`config.mk`:
```
export PLATFORM = sky130hd
export DESIGN_NAME = dpa_top
export DESIGN_NICKNAME = d
export VERILOG_FILES = /design/src/dpa_pkg.sv /design/src/dpa_top.sv /design/src/dpa_port.sv
export VERILOG_INCLUDE_DIRS = /design/src
export SDC_FILE = /design/constraint.sdc
export NUM_CORES = 1
export LEC_CHECK = 0
export BUFFER_PORTS_ARGS = -buffer_cell sky130_fd_sc_hd__buf_4
export CAP_MARGIN = 15
export CORE_AREA = 2 2 273 275
export DETAILED_ROUTE_END_ITERATION = 7
export DIE_AREA = 0 0 275 277
export PLACE_DENSITY_LB_ADDON = 0.08
export SLEW_MARGIN = 20
export SYNTH_ARGS = -nofsm -noshare
export SYNTH_HDL_FRONTEND = slang
export SYNTH_SLANG_ARGS = --single-unit
```
`constraint.sdc`:
```
create_clock -name clk_sys -period 4.7 [get_ports clk_sys]
set_input_delay 0.47 -clock clk_sys [delete_from_list [all_inputs] [get_ports clk_sys]]
set_output_delay 0.47 -clock clk_sys [all_outputs]
set_load 0.005 [all_outputs]
```
`src/dpa_cfg.svh`:
```
// Summary of operation
// - 96 lines form twelve 8-bit ports in four groups of three.
// - software sets each port input or output; direction covers all eight lines.
// - ports act as plain latched outputs and direct inputs, no handshake.
// - hot reset keeps or reverts port state per the retention select input.
// - without retention, soft ports reset to input with output latch high.
// - strapped output ports cannot become inputs and reset driving low.
// - power loss clears retained state; power-up always starts from defaults.
// - two lines of each irq source port feed interrupts, governed by control inputs.
// - several interrupt flags may pend at once, each kept separately.
// - pattern match port is compared with a loaded pattern; equality interrupts.
// - any level change on the state change port interrupts.
// - an optional extension unit of identical ports shares this interface, 192 lines.
`ifndef DPA_CFG_SVH
`define DPA_CFG_SVH

`define DPA_PORT_W 8
`define DPA_UNIT_PORTS 12
`define DPA_ALL_PORTS 24
`define DPA_ADDR_W 5
`define DPA_LINES 192
`define DPA_PATTERN_MATCH_PORT 0
`define DPA_STATE_CHANGE_PORT 1
`define DPA_IRQ_SOURCE_PORT_0 2
`define DPA_IRQ_SOURCE_PORT_1 5
`define DPA_IRQ_SOURCE_PORT_2 8
`define DPA_IRQ_SOURCE_PORT_3 11
`define DPA_IRQ_LINE_LO 0
`define DPA_IRQ_LINE_HI 4
`define DPA_IRQ_SRC_N 8
`define DPA_FLAG_N 10
`define DPA_FLAG_PATTERN 8
`define DPA_FLAG_CHANGE 9
`define DPA_SOFT_RST_OUT 8'hff
`define DPA_STRAP_RST_OUT 8'h00
`define DPA_IDLE_IN 8'hff
`define DPA_PATTERN_RST 8'h00

`endif

```
`src/dpa_pkg.sv`:
```
package dpa_pkg;
  typedef logic [7:0] dpa_byte_t;
  typedef logic [4:0] dpa_addr_t;
  // which interrupt flag each bit of the flag vector stands for
  typedef enum logic [3:0] {
    dpa_ev_src0_lo = 4'h0,
    dpa_ev_src0_hi = 4'h1,
    dpa_ev_src1_lo = 4'h2,
    dpa_ev_src1_hi = 4'h3,
    dpa_ev_src2_lo = 4'h4,
    dpa_ev_src2_hi = 4'h5,
    dpa_ev_src3_lo = 4'h6,
    dpa_ev_src3_hi = 4'h7,
    dpa_ev_pattern = 4'h8,
    dpa_ev_change = 4'h9
  } dpa_event_t;
endpackage

```
`src/dpa_top.sv`:
```
`timescale 1ns/1ps
`include "dpa_cfg.svh"
module dpa_top
  import dpa_pkg::*;
(
  // clock and resets
  input wire logic clk_sys,
  input wire logic nrst,
  input wire logic por_n,
  // board straps (asynchronous pins)
  input wire logic reset_retention_select,
  input wire logic [23:0] strap_out,
  input wire logic ext_present,
  // port writes
  input wire logic wr_en,
  input wire dpa_addr_t wr_port,
  input wire dpa_byte_t wr_data,
  input wire logic dir_we,
  input wire logic [23:0] dir_data,
  // port read
  input wire logic rd_en,
  input wire dpa_addr_t rd_port,
  output dpa_byte_t rd_data,
  output logic rd_valid,
  // interrupt control
  input wire logic pat_we,
  input wire dpa_byte_t pat_data,
  input wire logic [7:0] irq_src_en,
  input wire logic [7:0] irq_src_fall,
  input wire logic pattern_en,
  input wire logic change_en,
  input wire logic [9:0] irq_clr,
  output logic [9:0] irq_flag,
  output logic irq_req,
  // field pins, main unit then extension
  input wire logic [191:0] pin_in,
  output logic [191:0] pin_out,
  output logic [191:0] pin_oe
);
  // synchronised straps
  logic keep_meta;
  logic keep;
  logic [23:0] strap_meta;
  logic [23:0] strap;
  logic ext_meta;
  logic ext_ok;

  // per-port buses, port p at bits [8p+7:8p]
  logic [191:0] line_all;
  logic [191:0] rd_all;
  logic [191:0] drv_out;
  logic [191:0] drv_oe;

  // read decode and shared reset
  logic rst_any;
  logic rd_hit;

  // interrupt history and events
  dpa_byte_t pattern;
  logic match_q;
  logic match_now;
  dpa_byte_t change_prev;
  logic [7:0] src_now;
  logic [7:0] src_prev;
  logic [7:0] src_ev;
  logic [9:0] events;
  logic [3:0] src_port [4];

  // power loss and hot reset both clear the shared logic; only the port cells tell them apart
  assign rst_any = !nrst || !por_n;

  // retention select synchroniser; it is never cleared, so the choice is settled
  // before a hot reset arrives, while power loss is handled in the port cells
  always_ff @(posedge clk_sys) begin
    keep_meta <= reset_retention_select;
    keep <= keep_meta;
  end

  // strap synchroniser; never cleared, so the power-up clear already sees the straps
  // and a strapped port leaves reset driving low rather than at the soft level
  always_ff @(posedge clk_sys) begin
    strap_meta <= strap_out;
    strap <= strap_meta;
  end

  // extension presence synchroniser; it gates writes, reads and output enables
  always_ff @(posedge clk_sys) begin
    ext_meta <= ext_present;
    ext_ok <= ext_meta;
  end

  // one port cell per byte; the extension ports sit at addresses 12..23
  // a write to an absent port is simply dropped
  for (genvar p = 0; p < `DPA_ALL_PORTS; p++) begin : g_port
    logic sel;
    assign sel = (p < `DPA_UNIT_PORTS) || ext_ok;
    dpa_port u_port (
      // clock and resets
      .clk_sys(clk_sys),
      .nrst(nrst),
      .por_n(por_n),
      // synchronised straps
      .keep(keep),
      .strap_out(strap[p]),
      // software writes, gated by mapping
      .dir_we(dir_we && sel),
      .dir_val(dir_data[p]),
      .out_we(wr_en && sel && (wr_port == 5'(p))),
      .out_val(wr_data),
      // pins
      .pin_in(pin_in[p*8 +: 8]),
      .pin_out(drv_out[p*8 +: 8]),
      .pin_oe(drv_oe[p*8 +: 8]),
      // to the shared logic
      .line(line_all[p*8 +: 8]),
      .rd_val(rd_all[p*8 +: 8])
    );
    // an absent extension never drives its pins
    assign pin_out[p*8 +: 8] = drv_out[p*8 +: 8];
    assign pin_oe[p*8 +: 8] = sel ? drv_oe[p*8 +: 8] : 8'h00;
  end

  // a read hits only a mapped port; the extension range needs the unit fitted,
  // so software probing an absent extension sees zero instead of stale latches
  assign rd_hit = (rd_port < 5'(`DPA_UNIT_PORTS)) || ((rd_port < 5'(`DPA_ALL_PORTS)) && ext_ok);

  // read strobe answered one cycle later
  always_ff @(posedge clk_sys) begin
    if (rst_any) begin
      rd_valid <= 1'b0;
    end else begin
      rd_valid <= rd_en;
    end
  end

  // read data registered; zero on idle cycles so a stale byte never looks like an answer
  always_ff @(posedge clk_sys) begin
    if (rst_any) begin
      rd_data <= 8'h00;
    end else if (rd_en && rd_hit) begin
      rd_data <= rd_all[rd_port*8 +: 8];
    end else begin
      rd_data <= 8'h00;
    end
  end

  // reference pattern held by software
  always_ff @(posedge clk_sys) begin
    if (rst_any) begin
      pattern <= `DPA_PATTERN_RST;
    end else if (pat_we) begin
      pattern <= pat_data;
    end
  end

  // only the entry into a match raises the flag, so a standing match does not refire
  assign match_now = line_all[`DPA_PATTERN_MATCH_PORT*8 +: 8] == pattern;

  // match history starts true so a match already standing at release does not fire
  always_ff @(posedge clk_sys) begin
    if (rst_any) begin
      match_q <= 1'b1;
    end else begin
      match_q <= match_now;
    end
  end

  // change history follows the lines even in reset; the synchronisers are never
  // cleared either, so release brings no false change
  always_ff @(posedge clk_sys) begin
    change_prev <= line_all[`DPA_STATE_CHANGE_PORT*8 +: 8];
  end

  // two lines of each irq source port; the extension carries no interrupt logic,
  // its lines only reach the read mux
  assign src_port[0] = 4'(`DPA_IRQ_SOURCE_PORT_0);
  assign src_port[1] = 4'(`DPA_IRQ_SOURCE_PORT_1);
  assign src_port[2] = 4'(`DPA_IRQ_SOURCE_PORT_2);
  assign src_port[3] = 4'(`DPA_IRQ_SOURCE_PORT_3);
  for (genvar s = 0; s < 4; s++) begin : g_src
    assign src_now[2*s] = line_all[src_port[s]*8 + `DPA_IRQ_LINE_LO];
    assign src_now[2*s+1] = line_all[src_port[s]*8 + `DPA_IRQ_LINE_HI];
  end

  // previous levels follow the lines through reset as well; with the synchronisers
  // never cleared, release brings no false edge
  always_ff @(posedge clk_sys) begin
    src_prev <= src_now;
  end

  // edge select per source: rising by default, falling when chosen;
  // both edges come from the same history, so switching the edge costs no cycle
  for (genvar e = 0; e < `DPA_IRQ_SRC_N; e++) begin : g_edge
    assign src_ev[e] = irq_src_fall[e] ? (src_prev[e] && !src_now[e])
                                       : (!src_prev[e] && src_now[e]);
  end

  // enabled source edges; a disabled source is masked here and never reaches its flag
  assign events[7:0] = src_ev & irq_src_en;

  // pattern entry; the enable gates the event, not the comparison,
  // so turning the enable on while a match stands does not fire
  assign events[`DPA_FLAG_PATTERN] = pattern_en && match_now && !match_q;

  // any line of the state change port moving, against the previous cycle
  assign events[`DPA_FLAG_CHANGE] = change_en &&
    (line_all[`DPA_STATE_CHANGE_PORT*8 +: 8] != change_prev);

  // one sticky flag per source; a new event beats a clear in the same cycle,
  // so an event that lands while software clears its flag is never lost;
  // flags of different sources stay apart so software can service each one
  always_ff @(posedge clk_sys) begin
    if (rst_any) begin
      irq_flag <= 10'h000;
    end else begin
      irq_flag <= (irq_flag & ~irq_clr) | events;
    end
  end

  // a single request line for the host, high while any flag stands
  assign irq_req = |irq_flag;
endmodule

```
`src/dpa_port.sv`:
```
`timescale 1ns/1ps
`include "dpa_cfg.svh"
module dpa_port
  import dpa_pkg::*;
(
  // clock and resets
  input wire logic clk_sys,
  input wire logic nrst,
  input wire logic por_n,
  // synchronised straps
  input wire logic keep,
  input wire logic strap_out,
  // software writes
  input wire logic dir_we,
  input wire logic dir_val,
  input wire logic out_we,
  input wire dpa_byte_t out_val,
  // pins
  input wire dpa_byte_t pin_in,
  output dpa_byte_t pin_out,
  output dpa_byte_t pin_oe,
  // to the shared logic
  output dpa_byte_t line,
  output dpa_byte_t rd_val
);
  logic is_out;
  dpa_byte_t latch;
  dpa_byte_t in_meta;
  logic clear;

  // power loss always clears; a hot reset clears only without retention
  assign clear = !por_n || (!nrst && !keep);

  // direction: a strap forces output and software cannot undo it
  always_ff @(posedge clk_sys) begin
    if (clear) begin
      is_out <= strap_out;
    end else if (!nrst) begin
      is_out <= is_out | strap_out; // retained across hot reset
    end else if (dir_we) begin
      is_out <= dir_val | strap_out;
    end else begin
      is_out <= is_out | strap_out;
    end
  end

  // plain output latch, no strobe or handshake
  always_ff @(posedge clk_sys) begin
    if (clear) begin
      latch <= strap_out ? `DPA_STRAP_RST_OUT : `DPA_SOFT_RST_OUT;
    end else if (nrst && out_we) begin
      latch <= out_val;
    end
  end

  // two-flop synchroniser on the field pins; it is never cleared, so the lines
  // always show the pins and no false edge or change follows a reset release
  always_ff @(posedge clk_sys) begin
    in_meta <= pin_in;
    line <= in_meta;
  end

  // read value: latched data for outputs, pin level for inputs
  always_ff @(posedge clk_sys) begin
    if (clear) begin
      rd_val <= `DPA_IDLE_IN;
    end else begin
      rd_val <= is_out ? latch : line;
    end
  end

  assign pin_out = latch;
  assign pin_oe = {8{is_out}};
endmodule

```
---- Yosys cells after proc, flatten, opt, wreduce, memory -nomap -nowiden ----
Index checks and enable logic that the tools add are counted.
word-level totals
  logic and storage cells ................. 524
  bits in registers ....................... 888
operators by class
  magnitude comparators ................... 2
  bitwise logic cells ..................... 53
  eq/ne operators ......................... 25
  reduce and logical (&&, ||, !) cells .... 122
  shift-type cells ........................ 1
  mux-type cells .......................... 188
operators with widths
  cell                  count
  $mux W8               108
  $shiftx A192 B9 Y8    1
  $mux W1               80
  $logic_and A1 B1 Y1   72
  $or A1 B1 Y1          48
  $reduce_bool A2 Y1    24
  $eq A5 B4 Y1 const B  8
  $eq A5 B5 Y1 const B  8
  $eq A5 B3 Y1 const B  4
  $logic_not A1 Y1      20
  $and A10 B10 Y10      1
  $eq A5 B2 Y1 const B  2
  $not A10 Y10          1
  $or A10 B10 Y10       1
  $reduce_or A10 Y1     1
  $and A8 B8 Y8         1
  $eq A8 B8 Y1          1
  $ne A8 B8 Y1          1
  $eq A5 B1 Y1 const B  1
  $logic_not A5 Y1      1
  $lt A5 B4 Y1 const B  1
  $lt A5 B5 Y1 const B  1
  $logic_or A1 B1 Y1    3
  $reduce_or A2 Y1      1
  $not A1 Y1            1

---- Depth between registers and ports, before layout ----
Gate-level depths: netlist of run 1.
  depth after elaboration ................. 6
  mapped depth ............................ 7
  gate-level depth less buffers ........... 4

---- By module ----
From an unflattened synthesis of run 1, not the netlist that was laid out.
unflattened totals
  cell total of the unflattened synthesis .. 2305
  area total of the unflattened synthesis .. 30379.1 um^2
by module, submodules not included
  module    cells an instance  seq. area each (um^2)  times used  area an instance (um^2)
  dpa_port  75                 740.7                  24          1053.5
  dpa_top   505                1921.8                 1           5094.9

---- Least setup slack after synthesis of run 1 ----
No wires, ideal clock.
  path kind ............................... in2reg
  start ................................... in nrst
  end ..................................... reg g_port[4].u_port.latch[0], enable pin
  data arrival time ....................... 1.985 ns
  stages on the path ...................... 4
  path slack .............................. 2.331 ns
  required time ........................... 4.316 ns
  buffers on the path ..................... 1
  cells stage by stage .................... buf_2 > nand2_1 > or4b_2 > o21ai_0
on the way
  longest elaborated chain between the ends .. 4
RTL lines
  what                              line            RTL
  start: declaration                dpa_top.sv:8    input wire logic nrst,
  $logic_not A1 Y1                  dpa_port.sv:32  assign clear = !por_n || (!nrst && !keep);
  $logic_and A1 B1 Y1               dpa_port.sv:32
  $logic_or A1 B1 Y1                dpa_port.sv:32
  $reduce_bool A2 Y1 (no line) (*)  n/a
  end signal: assignment            dpa_port.sv:50  latch <= strap_out ? `DPA_STRAP_RST_OUT : `DPA_SOFT_RST_OUT;
  end signal: assignment            dpa_port.sv:52  latch <= out_val;
  end: declaration                  dpa_port.sv:27  dpa_byte_t latch;
Every way passes the cells marked *; elsewhere a longest branch is shown, timed or not.
A chain may end at the register's enable or synchronous reset.

---- Worst setup path in the final report of run 1 ----
  start ................................... reg ext_ok
  end ..................................... out pin_oe[190]
on the way
  longest elaborated chain between the ends .. 1
RTL lines
  what                      line            RTL
  start: declaration        dpa_top.sv:46   logic ext_ok;
  start signal: assignment  dpa_top.sv:89   ext_ok <= ext_meta;
  $mux W8                   dpa_top.sv:120  assign pin_oe[p*8 +: 8] = sel ? drv_oe[p*8 +: 8] : 8'h00;
  end: declaration          dpa_top.sv:38   output logic [191:0] pin_oe
No other way between the ends.

==> summary by stage, run 1 <==
Synthesis
The cell area that synthesis handed to floorplanning was 0.02810 sq mm. Counting flops with a built-in enable in the synthesized netlist gives 192. Counting flops with an async set or reset pin after synthesis yields a share of 0%. The share of the Yosys chip area taken by registers is 70.11%. The per-instance average area after synthesis is 13.18 sq um. The number of distinct library cell variants in the gate-level netlist after synthesis is 39. The post-synthesis sequential element count is 888.

Yosys printed 0 warnings. The most used flip-flop cell after synthesis is sky130_fd_sc_hd__dfxtp_1. The synthesized instance count is 2,132.

The net count after synthesis is 2,435.

Finish
Compared with the post-synthesis result, the final layout area differs by 36.71%. Summing all multi-input logic gate instances after layout gives 0.006614 sq mm. The filler cells instantiated in the layout total 6,420. The final layout contains 3,181 nets. The area taken by flip-flops and latches is 0.01970 sq mm. The fraction of layout instances using a drive strength above 1 is 31.10%.

Worst hold path
The type of the most critical hold path is in -> reg. The startpoint of the most critical hold path is pat_data[0].

Routing
The number of vias after detailed routing is 18,302. The count of unresolved DRC violations after routing is 0. The detailed router finished its first iteration with 1,202 violations. The number of iterations in the first detailed-routing pass is 6. In the final routed layout, each cell accounts on average for 23.32 microns. After detailed routing, the total wire length is 91,520 microns. The detail route stage leaves a number of antenna-violating nets equal to 0. The average via count per standard cell is 4.663.

Global route
In the global route stage, overall resource usage came out at 23.38%. The total global routing overflow is 0. The via count of the first global-routing pass is 18,938. Entering global routing, the biggest net connects 119 pins. The initial antenna violation count is 6. The first-pass GRT wire length is 127,900 microns.

Timing
Summed over all failing endpoints, the final setup total negative slack is 0 ps. The number of slew-limit violations in the final report is 0. Derived from the worst setup path, the maximum achievable clock frequency is 0.3896 GHz. The number of hold violations in the final report is 0. In the finished design, the share of the clock period the worst path needs comes to 54.62%. The worst path in the final design needs a cycle of 2567 ps, including I/O delays and setup. Between clock sinks in the finished design, the worst skew comes to 23.56 ps. Headroom to the max-slew limit came out at 24.08%. Setup violations remaining at the end of the flow were counted as 0. The transition time at the pin with the least slew margin is 1127 ps. Setup repair after global routing left no endpoint under its margin.

Worst setup path
The required time of the critical path is 4230 ps. The critical path goes through buf_4, and2_1, buf_4. Data arrives at the worst endpoint at 2100 ps.

The peak per-stage delay on the critical path is 530 ps. The category of the worst setup path launch point is a flip-flop. The type of the worst setup path is reg -> out. On the critical path the largest part of the delay comes from flip-flops. The critical path starts at ext_ok$_DFF_P_.

The reg-to-reg startpoint is keep$_DFF_P_. Of all nets on the critical path, the largest fanout is 10. Among the stages of the critical path, the cell type that occurs most often is sky130_fd_sc_hd__buf_4.

The kind of end point of the critical path is an output port. The total buffers and inverters traversed by the critical path is 2. The largest individual stage delay along the critical path comes from the cell sky130_fd_sc_hd__dfxtp_1.

Power
The share of total power dissipated in the clock network is 42.1%. The switching share of total power is 23.04%. The internal power of the cells totals 0.01365 W. The analysis attributes to cell leakage a power of 16.94 nW. Per report_power, the combinational group accounts for 9.1% of the total.

IR analysis of the VDD net gives a maximum drop of 0.0002934 V. Summed over all nets, the switching power comes to 0.004086 W. The power share of the sequential group is 48.8%. Overall power consumption after layout is estimated at 0.01773 W. The power density over the cells is 461.7 mW/mm^2.

Clocking
After clock tree synthesis, the clock-pin slew on the worst setup and hold paths is 60 ps. The cell chosen for the clock root is sky130_fd_sc_hd__clkbuf_16. For this design, the CTS-stage hold fixing added 218 buffers.

The TritonCTS clock tree is done. For this design, the sink count on the clock tree is 888. Once the clock tree was built, the setup fixing pass inserted 0 buffers. At the later pin of the worst-skew pair, clock insertion delay measures 640 ps. The maximum clock insertion buffer count is 3. The post-CTS resize count is 0. Buffers inserted during clock tree synthesis total 91. The clock tree synthesis step divided the H-tree into 3 levels.

Outcome
The run finished with clean final reports.

Placed design
The placer congestion estimate is 0.8258. Port buffering added 706 buffers. The HPWL after detailed placement is 65,710 microns.

Die
The effective utilization at floorplan is 38.19%. In this run the count of I/O pins placed on the die edge is 707. In this run the vertical extent of the chip is 277 microns. The die footprint is 0.07618 sq mm.

The floorplan core area is 0.07357 sq mm. The row count is 100. In this run the horizontal extent of the chip is 275 microns.

Run
Across the run, the number of max-cap violations was 0.
-- logic make-up after synthesis --
| group | Yosys count | share of synthesized area, % |
|---|---|---|
| DFF | 888 | 70.11 |
| and+or+nand+nor | 510 | 7.762 |
| buffers and inverters | 299 | 6.644 |
| muxes | 296 | 12.27 |
| AOI/OAI and AO/OA | 123 | 2.712 |
| xor gates and xnor gates | 16 | 0.4988 |
-- final timing paths --
path / endpoint / slack (ps) / cells past startpoint
max: pin_oe[190] / 2130 / 3
min: pattern[0]$_SDFFE_PP0P_ / 70 / 3
max reg2reg: g_port[7].u_port.pin_out[7]$_DFFE_PP_ / 2180 / 4
min reg2reg: g_port[17].u_port.line[2]$_DFF_P_ / 320 / 0
-- cells in the mapped netlist (9+ instances only) --
cell	instances	area, sq um
sky130_fd_sc_hd__a21oi_1	10	50.05
sky130_fd_sc_hd__a22oi_1	16	120.1
sky130_fd_sc_hd__and2_1	36	225.2
sky130_fd_sc_hd__buf_1	21	78.83
sky130_fd_sc_hd__buf_2	24	120.1
sky130_fd_sc_hd__buf_4	182	1366
sky130_fd_sc_hd__clkbuf_1	68	255.2
sky130_fd_sc_hd__dfxtp_1	696	13930
sky130_fd_sc_hd__edfxtp_1	192	5766
sky130_fd_sc_hd__mux2i_1	256	2562
sky130_fd_sc_hd__mux4_1	20	525.5
sky130_fd_sc_hd__mux4_2	12	270.3
sky130_fd_sc_hd__nand2_1	215	807.0
sky130_fd_sc_hd__nand2b_1	21	131.4
sky130_fd_sc_hd__nand3_1	19	95.09
sky130_fd_sc_hd__nor2_1	190	713.2
sky130_fd_sc_hd__nor3b_1	9	67.56
sky130_fd_sc_hd__o21ai_0	55	275.3
sky130_fd_sc_hd__o21bai_1	24	180.2
-- power by group through the flow --
| stage | sequential (W) | combinational [W] | clock (W) |
|---|---|---|---|
| 3_3_place_gp | 0.00883 | 0.00146 | 0 |
| 2_1_floorplan | 0.00863 | 0.000773 | 0 |
| 4_1_cts | 0.00867 | 0.00163 | 0.00760 |
| 3_5_place_dp | 0.00882 | 0.00147 | 0 |
| 5_1_grt | 0.00870 | 0.00172 | 0.00791 |
| 6_report | 0.00866 | 0.00161 | 0.00747 |
-- per-layer routing --
layer	track usage (%)	wire length [microns]	vias to the layer above	share of wire, %
met1	29.42	37600	8897	41
met4	8.302	2837	10	3.1
li1	-	-	8514	-
met5	0	63	-	0.069
met3	5.307	6423	142	7.0
met2	39.25	44600	739	49
-- worst reg2reg max path: stages, from the launching register on --
cell,delay (ps)
sky130_fd_sc_hd__dfxtp_1,380
sky130_fd_sc_hd__o21a_4,810
sky130_fd_sc_hd__buf_12,570
sky130_fd_sc_hd__o21ai_0,290
sky130_fd_sc_hd__buf_4,220
-- stage by stage --
stage	cells	hold WS [ps]	util, %	worst slack, ps	instance area [sq um]
detailed placement	3536	312.1	44.92	1870	33040
global route	3924	61.06	52.21	2003	38410
finish	3925	70.35	52.21	2133	38410
global placement	3535	310.5	44.89	1768	33020
floorplan	2132	309.6	-	2331	28100
CTS	3924	33.91	52.21	2028	38410
-- sequential cells by signal, indices dropped and copies added (netlist names), 10 cells and up --
signal	flops
g_port.u_port.in_meta	192
g_port.u_port.line	192
g_port.u_port.pin_out	192
g_port.u_port.rd_val	192
g_port.u_port.is_out	24
strap	24
strap_meta	24
irq_flag	10
-- layout make-up --
type                    count  area share [%]
clock buffers             143           7.593
inverters                   1        0.009772
flip-flops and latches    888           51.28
well taps                 969           3.156
clock inverters            27          0.6938
diodes                      1        0.006515
repair buffers            951           20.04
multi-input cells         945           17.22
-- cell usage in the layout, fill, tap and decap left out, types with 10 or more instances in the layout --
master,n
sky130_fd_sc_hd__dfxtp_1,696
sky130_fd_sc_hd__a21oi_1,10
sky130_fd_sc_hd__nand2b_1,21
sky130_fd_sc_hd__o21bai_1,24
sky130_fd_sc_hd__and2_1,36
sky130_fd_sc_hd__o21ai_0,47
sky130_fd_sc_hd__buf_4,732
sky130_fd_sc_hd__dlygate4sd3_1,218
sky130_fd_sc_hd__nor2_1,183
sky130_fd_sc_hd__clkinv_2,10
sky130_fd_sc_hd__mux4_1,20
sky130_fd_sc_hd__mux4_2,12
sky130_fd_sc_hd__edfxtp_1,192
sky130_fd_sc_hd__clkbuf_8,21
sky130_fd_sc_hd__nand3_1,19
sky130_fd_sc_hd__clkbuf_16,102
sky130_fd_sc_hd__nand2_1,213
sky130_fd_sc_hd__mux2i_1,256
sky130_fd_sc_hd__clkbuf_1,20
sky130_fd_sc_hd__a22oi_1,16
(Power assumes the default switching activity.)
==> inputs of run 2 (changes only) <==
- ABC_AREA: default -> 1
- clock period: 4.7 -> 2.65 ns (I/O delays scaled with it)
==> run 2 against run 1 <==
  * Critical path depth grew 1
  * Clock power grew 77%
  * Sequential power grew 80%
  * Final cell count grew 21%
  * Critical endpoint is now g_port[21].u_port.pin_out[2]$_DFFE_PP_
  * Area after synthesis grew 1.8%
==> summary by stage, run 2 <==
Global route
The global router's overall resource usage was 24.76% (was 23.38%). The met3 usage in global routing is 5.402% (was 5.307%). The pin count of the biggest net entering global routing is 76 (was 119). The first-pass GRT wire length was 138,200 microns (was 127,900 microns). The total global routing overflow is 0 (unchanged). The most used routing layer in global routing is met2 (unchanged). The via count of the first global-routing pass is 21,859 (was 18,938).

The fraction of met2 tracks used by global routing was 41.44% (was 39.25%). The initial antenna violation count is 7 (was 6). The met1 layer usage reported by global route is 31.60% (was 29.42%).

Placed design
The worst setup slack before clock tree synthesis is 450.0 ps (was 1870 ps). The cell total after placement is 4,280 (was 3,536). The half-perimeter wire length after placement is 70,510 microns (was 65,710 microns). The number of port buffers is 706 (unchanged). The placer congestion estimate is 0.8279 (was 0.8258).

Timing
The final worst clock skew is 19.89 ps (was 23.56 ps). The share of the clock period used by the worst path after layout is 84.35%. The transition time at the pin with the least slew margin is 957.3 ps (was 1127 ps).

The tightest hold margin is 84.03 ps (was 70.35 ps). The number of hold violations in the final report is 0 (unchanged). The final sum of negative setup slack is 0 ps (unchanged). The shortest clock period the worst path allows after layout is 2235 ps. Unrepaired setup endpoints after global routing: false (unchanged).

The count of final setup violators was 0 (unchanged). The worst relative slew slack came to 36.08% (was 24.08%). For this run, the top clock speed supported by timing is 0.4474 GHz. The number of slew-limit violations in the final report came to 0 (unchanged). The minimum setup slack in the final design came to 414.7 ps (was 2133 ps).

Routing
The average via count per standard cell came to 4.577 (was 4.663). The number of vias after detailed routing is 21,679 (was 18,302). The average wire per standard cell is 20.39 microns (was 23.32 microns).

The number of design-rule violations left by the first detailed-router iteration is 1,421 (was 1,202). The total routed wirelength is 96,580 microns (was 91,520 microns). The number of iterations in the first detailed-routing pass is 5 (was 6). The count of unresolved DRC violations after routing was 0 (unchanged).

The count of antenna-violating nets left after detailed routing is 0 (unchanged).

Power
The switching power total is 0.007822 W (was 0.004086 W). The switching share of total power was 24.11% (was 23.04%). The total internal power came to 0.02462 W (was 0.01365 W). The power density over the cells was 817.1 mW/mm^2 (was 461.7 mW/mm^2). The clock group share of total power is 40.8% (was 42.1%). The cell leakage power is 18.93 nW (was 16.94 nW). The power share of the sequential group is 48.1% (was 48.8%).

The combinational share of power is 11.1% (was 9.1%). The maximum vdd ir drop is 0.0006055 V (was 0.0002934 V).

Clocking
The maximum clock insertion buffer count is 3 (unchanged). The total clock buffers created by CTS is 91 (unchanged). The number of buffers added for setup after CTS is 0 (unchanged). The TritonCTS sink count came to 888 (unchanged).

The deepest level of the CTS H-tree is 3 (unchanged). The register clock-pin slew on the reported worst setup and hold paths is 60 ps (about the same). The TritonCTS clock tree is done (unchanged). The clock network latency to the later pin of the worst-skew pair is 640 ps (about the same).

The cell chosen for the clock root is sky130_fd_sc_hd__clkbuf_16 (unchanged). The post-CTS resize count came to 0 (unchanged).

Worst setup path
The kind of end point of the critical path was a flip-flop (was output port). The timing startpoint of the critical path is ext_ok$_DFF_P_ (unchanged). The required time of the critical path came to 2990 ps (was 4230 ps). The largest fanout on the critical path is 8 (was 10). The arrival time reported for the critical path endpoint is 2580 ps (was 2100 ps). The category of the worst setup path launch point is a flip-flop (unchanged). The type of the worst setup path is reg -> reg (was reg -> out). The reg-to-reg startpoint is ext_ok$_DFF_P_ (was keep$_DFF_P_).

Worst hold path
The startpoint of the most critical hold path is rd_port[3] (was pat_data[0]). The type of the most critical hold path is in -> reg (unchanged).

Die
The effective utilization at floorplan is 38.86% (was 38.19%). The floorplan core area is 0.07357 sq mm (unchanged). The die outline width is 275 microns (unchanged).

The die footprint came to 0.07618 sq mm (unchanged). The count of boundary I/O pins came to 707 (unchanged). The row count was 100 (unchanged). The die extent in y is 277 microns (unchanged).

Finish
The final layout net count is 3,988 (was 3,181). The area taken by flip-flops and latches came to 0.01970 sq mm (unchanged). Commonest cells after routing, fill and taps aside: sky130_fd_sc_hd__nand2_1, sky130_fd_sc_hd__buf_4, sky130_fd_sc_hd__dfxtp_1, sky130_fd_sc_hd__dlygate4sd3_1, sky130_fd_sc_hd__nand3_1 (was sky130_fd_sc_hd__buf_4, sky130_fd_sc_hd__dfxtp_1, sky130_fd_sc_hd__mux2i_1, sky130_fd_sc_hd__dlygate4sd3_1, sky130_fd_sc_hd__nand2_1). The number of standard cells in the layout, taps in and fillers out is 4,736 (was 3,925). The final standard cell utilization of the core is 53.97% (was 52.21%). The commonest non-fill, non-tap cell in the layout is sky130_fd_sc_hd__nand2_1 (was sky130_fd_sc_hd__buf_4). The number of fillers in the final layout is 6,562 (was 6,420). The total area of multi-input combinational cells is 0.006182 sq mm (was 0.006614 sq mm).

The fraction of layout instances using a drive strength above 1 came to 24.74% (was 31.10%). The layout overhead on the synthesized area is 38.86% (was 36.71%).

Synthesis
The top flip-flop cell by instance count after synthesis is sky130_fd_sc_hd__dfxtp_1 (unchanged). The post-synthesis instance area is 0.02859 sq mm (was 0.02810 sq mm). The fraction of synthesis flops using an asynchronous set or reset pin is 0% (unchanged). The number of distinct library cell variants in the gate-level netlist after synthesis came to 25 (was 39). The net count after synthesis is 3,138 (was 2,435). The per-instance average area after synthesis is 10.09 sq um (was 13.18 sq um). The count of flip-flops with a built-in enable after synthesis is 192 (unchanged). The top-area cell type share of the netlist area is 48.73% (was 49.59%). The most frequent cell after synthesis is sky130_fd_sc_hd__nand2_1 (was sky130_fd_sc_hd__dfxtp_1). Post-synth top cells: sky130_fd_sc_hd__nand2_1, sky130_fd_sc_hd__dfxtp_1, sky130_fd_sc_hd__nand3_1 (was sky130_fd_sc_hd__dfxtp_1, sky130_fd_sc_hd__mux2i_1, sky130_fd_sc_hd__nand2_1). The part of the Yosys area used for sequential elements is 68.90% (was 70.11%). The number of warnings reported in the yosys synthesis log is 0 (unchanged).

The post-synthesis cell type with the largest combined area is sky130_fd_sc_hd__dfxtp_1 (unchanged). The post-synthesis sequential element count came to 888 (unchanged). The synthesized instance count was 2,835 (was 2,132). Top area cells in the synthesized netlist: sky130_fd_sc_hd__dfxtp_1, sky130_fd_sc_hd__edfxtp_1, sky130_fd_sc_hd__nand2_1, sky130_fd_sc_hd__buf_4, sky130_fd_sc_hd__nand3_1 (was sky130_fd_sc_hd__dfxtp_1, sky130_fd_sc_hd__edfxtp_1, sky130_fd_sc_hd__mux2i_1, sky130_fd_sc_hd__buf_4, sky130_fd_sc_hd__nand2_1).

Run
The number of violations of the max-capacitance limit came to 0 (unchanged).

Outcome
Status: complete, no violations (unchanged).
==> run 2: changes by cell type after synthesis, sizes merged, moves of 20 or more <==
cell	before	now
clkbuf	68	31
o21ai	56	76
mux2i	256	0
buf	230	261
and2	36	0
inv	1	205
o21bai	24	0
nand2	215	908
o211ai	8	51
mux4	32	0
nand2b	21	0
nand3	19	271
nor2	190	80
==> run 2: timing repair <==
action | 4_1_cts | 5_1_grt
hold buffers | 281 | 0
hold endpoints to repair | 262 | 0
setup endpoints to repair | 0 | 0
==> run 2: kinds of logic (layout without fill, tap and decap cells) <==
family | after synthesis | count (layout) | synth area share, %
flip-flops | 888 | 888 | 68.90
buffers and inverters | 511 | 1439 | 9.614
AND/OR/NAND/NOR | 1267 | 1267 | 17.89
XOR/XNOR | 12 | 12 | 0.3676
other | 0 | 4 | 0
AO/OA/AOI/OAI | 157 | 157 | 3.229
==> run 2: through the flow <==
stage                     instance area, sq um  total power, W
after floorplan                          28590         0.01721
after global placement                   33720         0.01917
after detailed placement                 33720         0.01919
after CTS                                39690         0.03275
after global routing                     39690         0.03366
final                                    39700         0.03244
==> run 2: routing by layer <==
layer  share of wire, %  routed length, microns
met1                 42                   40530
met2                 48                   46570
met3                7.0                    6729
met4                2.8                    2695
met5              0.051                      49
==> run 2: worst paths after layout <==
check	to	slack [ps]	cells after the start
max	g_port[21].u_port.pin_out[2]$_DFFE_PP_	410	4
min	rd_data[2]$_SDFF_PP0_	80	4
max reg2reg	g_port[21].u_port.pin_out[2]$_DFFE_PP_	410	4
min reg2reg	g_port[11].u_port.line[2]$_DFF_P_	310	0
==> run 2: power by group through the flow <==
stage               sequential (W)  combinational (W)  clock (W)
floorplan                   0.0156            0.00160          0
global placement            0.0159            0.00328          0
detailed placement          0.0159            0.00330          0
CTS                         0.0156            0.00365     0.0135
global route                0.0157            0.00394     0.0140
finish                      0.0156            0.00362     0.0132
==> run 2: area by class of cell <==
class                   count  area share (%)
clock buffers             133           6.911
inverters                 219           2.077
repair buffers           1049           21.70
diodes                      4         0.02521
clock inverters            38           1.046
multi-input cells        1436           15.57
well taps                 969           3.054
flip-flops and latches    888           49.62
==> run 2: critical path, cell delays in order (launching register included) <==
cell	delay [ps]
sky130_fd_sc_hd__dfxtp_1	360
sky130_fd_sc_hd__buf_4	220
sky130_fd_sc_hd__nand4_1	590
sky130_fd_sc_hd__o21ai_0	530
sky130_fd_sc_hd__buf_4	240
==> inputs of run 3 (changes only) <==
- ABC_AREA: 1 -> 0
- clock period: 2.65 -> 2.3 ns (I/O delays scaled with it)
==> run 3 against run 2 <==
  * Via count is 14% lower
  * Utilization is 0.39 points lower
  * Hold slack worse by 46 ps
  * Non-clock buffer count is 13 higher
  * Clock skew is 1.5 ps higher
  * Register-to-register slack better by 30 ps
  * Largest power group unchanged
  * Final area is 0.72% lower
  * Flip-flop and latch count stayed put
  * Sequential power is 13% higher
==> summary by stage, run 3 (synthesized netlist as in run 1, its figures left out) <==
Clocking
The maximum clock insertion buffer count was 3 (unchanged). The TritonCTS sink count came to 888 (unchanged). The total clock buffers created by CTS is 91 (unchanged). The cell chosen for the clock root is sky130_fd_sc_hd__clkbuf_16 (unchanged). The clock network latency to the later pin of the worst-skew pair came to 640 ps (about the same). The deepest level of the CTS H-tree came to 3 (unchanged). The register clock-pin slew on the reported worst setup and hold paths came to 60 ps (about the same).

The TritonCTS clock tree is done (unchanged).

Routing
The highest metal layer with signal wires is met5 (unchanged). The total routed wirelength is 92,780 microns (was 96,580 microns). The count of unresolved DRC violations after routing is 0 (unchanged).

The number of iterations in the first detailed-routing pass was 7 (was 5). The detailed route wirelength on metal2 is 46,460 microns (was 46,570 microns). The average wire per standard cell is 22.97 microns (was 20.39 microns). The average via count per standard cell is 4.637 (was 4.577). The count of antenna-violating nets left after detailed routing is 0 (unchanged).

The sum of met3 wire segment lengths after detailed routing is 6220 microns (was 6729 microns). The number of vias after detailed routing came to 18,730 (was 21,679). The detailed-route wire length on metal 1 is 38,100 microns (was 40,530 microns). The number of design-rule violations left by the first detailed-router iteration is 1,121 (was 1,421).

Timing
The number of hold violations in the final report is 0 (unchanged). The count of final setup violators is 0 (unchanged). The number of slew-limit violations in the final report is 0 (unchanged). The minimum setup slack in the final design came to 136.7 ps (was 414.7 ps). Counting I/O delays and the setup requirement, the final critical path takes 2163 ps. The worst relative slew slack is 40.36% (was 36.08%).

The final worst clock skew is 21.38 ps (was 19.89 ps). The transition time at the pin with the least slew margin is 892.5 ps (was 957.3 ps). Timing would allow up to 0.4623 GHz.

The final critical path takes up 94.06% of the cycle.

Worst setup path
The type of the worst setup path is reg -> out (was reg -> reg). The kind of end point of the critical path is an output port (was flip-flop). The largest fanout on the critical path came to 14 (was 8). The arrival time reported for the critical path endpoint is 1930 ps (was 2580 ps). The category of the worst setup path launch point is a flip-flop (unchanged). The required time of the critical path is 2070 ps (was 2990 ps).

Global route
The global router's overall resource usage is 23.72% (was 24.76%). The first-pass GRT wire length is 129,900 microns (was 138,200 microns). The pin count of the biggest net entering global routing was 40 (was 76). The total global routing overflow came to 0 (unchanged). The initial antenna violation count is 13 (was 7). The via count of the first global-routing pass is 19,219 (was 21,859).

Die
The count of boundary I/O pins was 707 (unchanged). The floorplan core area is 0.07357 sq mm (unchanged). The die footprint came to 0.07618 sq mm (unchanged). The effective utilization at floorplan is 38.19% (was 38.86%). The row count came to 100 (unchanged).

The die extent in y is 277 microns (unchanged). The die outline width is 275 microns (unchanged).

Power
The cell leakage power was 17.43 nW (was 18.93 nW). The power density over the cells is 914.8 mW/mm^2 (was 817.1 mW/mm^2). The overall power after layout was 0.03606 W (was 0.03244 W). The maximum vdd ir drop is 0.0006562 V (was 0.0006055 V).

Finish
The fraction of layout instances using a drive strength above 1 is 31.56% (was 24.74%). The commonest non-fill, non-tap cell in the layout is sky130_fd_sc_hd__buf_4 (was sky130_fd_sc_hd__nand2_1). The final layout net count was 3,292 (was 3,988). The total area of multi-input combinational cells is 0.006603 sq mm (was 0.006182 sq mm).

The final design instance area without fill was 0.03942 sq mm (was 0.03970 sq mm). Commonest cells after routing, fill and taps aside: sky130_fd_sc_hd__buf_4, sky130_fd_sc_hd__dfxtp_1, sky130_fd_sc_hd__dlygate4sd3_1, sky130_fd_sc_hd__mux2i_1, sky130_fd_sc_hd__nand2_1 (was sky130_fd_sc_hd__nand2_1, sky130_fd_sc_hd__buf_4, sky130_fd_sc_hd__dfxtp_1, sky130_fd_sc_hd__dlygate4sd3_1, sky130_fd_sc_hd__nand3_1). The area taken by flip-flops and latches was 0.01970 sq mm (unchanged). The number of fillers in the final layout is 6,238 (was 6,562).

The final standard cell utilization of the core was 53.58% (was 53.97%). The layout overhead on the synthesized area was 40.30% (was 38.86%).

Placed design
The placer congestion estimate is 0.8131 (was 0.8279). The cell area after placement was 0.03353 sq mm (was 0.03372 sq mm). The number of port buffers is 706 (unchanged). The half-perimeter wire length after placement came to 67,570 microns (was 70,510 microns).

The worst setup slack before clock tree synthesis is 238.8 ps (was 450.0 ps).

Outcome
Status: complete, no violations (unchanged).

Run
The number of violations of the max-capacitance limit is 0 (unchanged).

Worst hold path
The type of the most critical hold path is in -> reg (unchanged).
==> run 3: cell count changes in the layout (fill, tap and decap cells not counted), sizes merged, moves of 21 or more <==
cell and delta:
and2 +36, inv -201, mux2i +256, mux4 +32, nand2 -693, nand2b +21, nand3 -252, nor2 +110
o211ai -43, o21bai +24
==> run 3: layout make-up <==
cell class | count | share of cell area (%)
sequential | 888 | 49.97
timing repair buffer | 1062 | 22.39
multi-input combinational | 945 | 16.75
clock buffer | 121 | 6.583
tap | 969 | 3.076
clock inverter | 50 | 1.200
antenna | 3 | 0.01904
inverter | 1 | 0.009522
==> run 3: path summary, 6_finish.rpt <==
check	startpoint	end	slack, ps	cells after the start
worst max-delay path	ext_ok$_DFF_P_	pin_oe[183]	140	3
worst min-delay path	wr_data[7]	g_port[23].u_port.pin_out[7]$_DFFE_PP_	40	3
worst max register to register	ext_ok$_DFF_P_	g_port[20].u_port.pin_out[6]$_DFFE_PP_	440	4
worst min register to register	g_port[4].u_port.in_meta[7]$_DFF_P_	g_port[4].u_port.line[7]$_DFF_P_	320	0
==> run 3: critical path, stage by stage, from the launching register on <==
cell,delay (ps)
sky130_fd_sc_hd__dfxtp_1,390
sky130_fd_sc_hd__buf_4,330
sky130_fd_sc_hd__and2_1,390
sky130_fd_sc_hd__buf_4,180
==> run 3: power by group <==
group          switching (W)  internal [W]  total [W]
logic                0.00158       0.00194    0.00352
registers           0.000648        0.0170     0.0176
clock network        0.00621       0.00868     0.0149
==> run 3: timing repair <==
action | in CTS | in global routing
hold buffers | 281 | 0
setup buffers | 0 | 0
setup endpoints to repair | 0 | 7
resized for setup | 0 | 1
endpoints found under the hold margin | 267 | 0
==> run 3: routing by layer <==
metal | track usage (%) | up-vias
met3 | 5.627 | 130
met5 | 0 | -
li1 | - | 8720
met4 | 5.766 | 12
met2 | 40.99 | 663
met1 | 29.76 | 9205
==> run 3: metrics by stage <==
stage,cells,TNS [ps],hold slack (ps)
floorplan,2132,0,257.7
global placement,3584,0,310.8
detailed placement,3584,0,312.1
CTS,4036,0,11.59
global route,4039,-0.01976,19.77
finish,4039,0,37.97
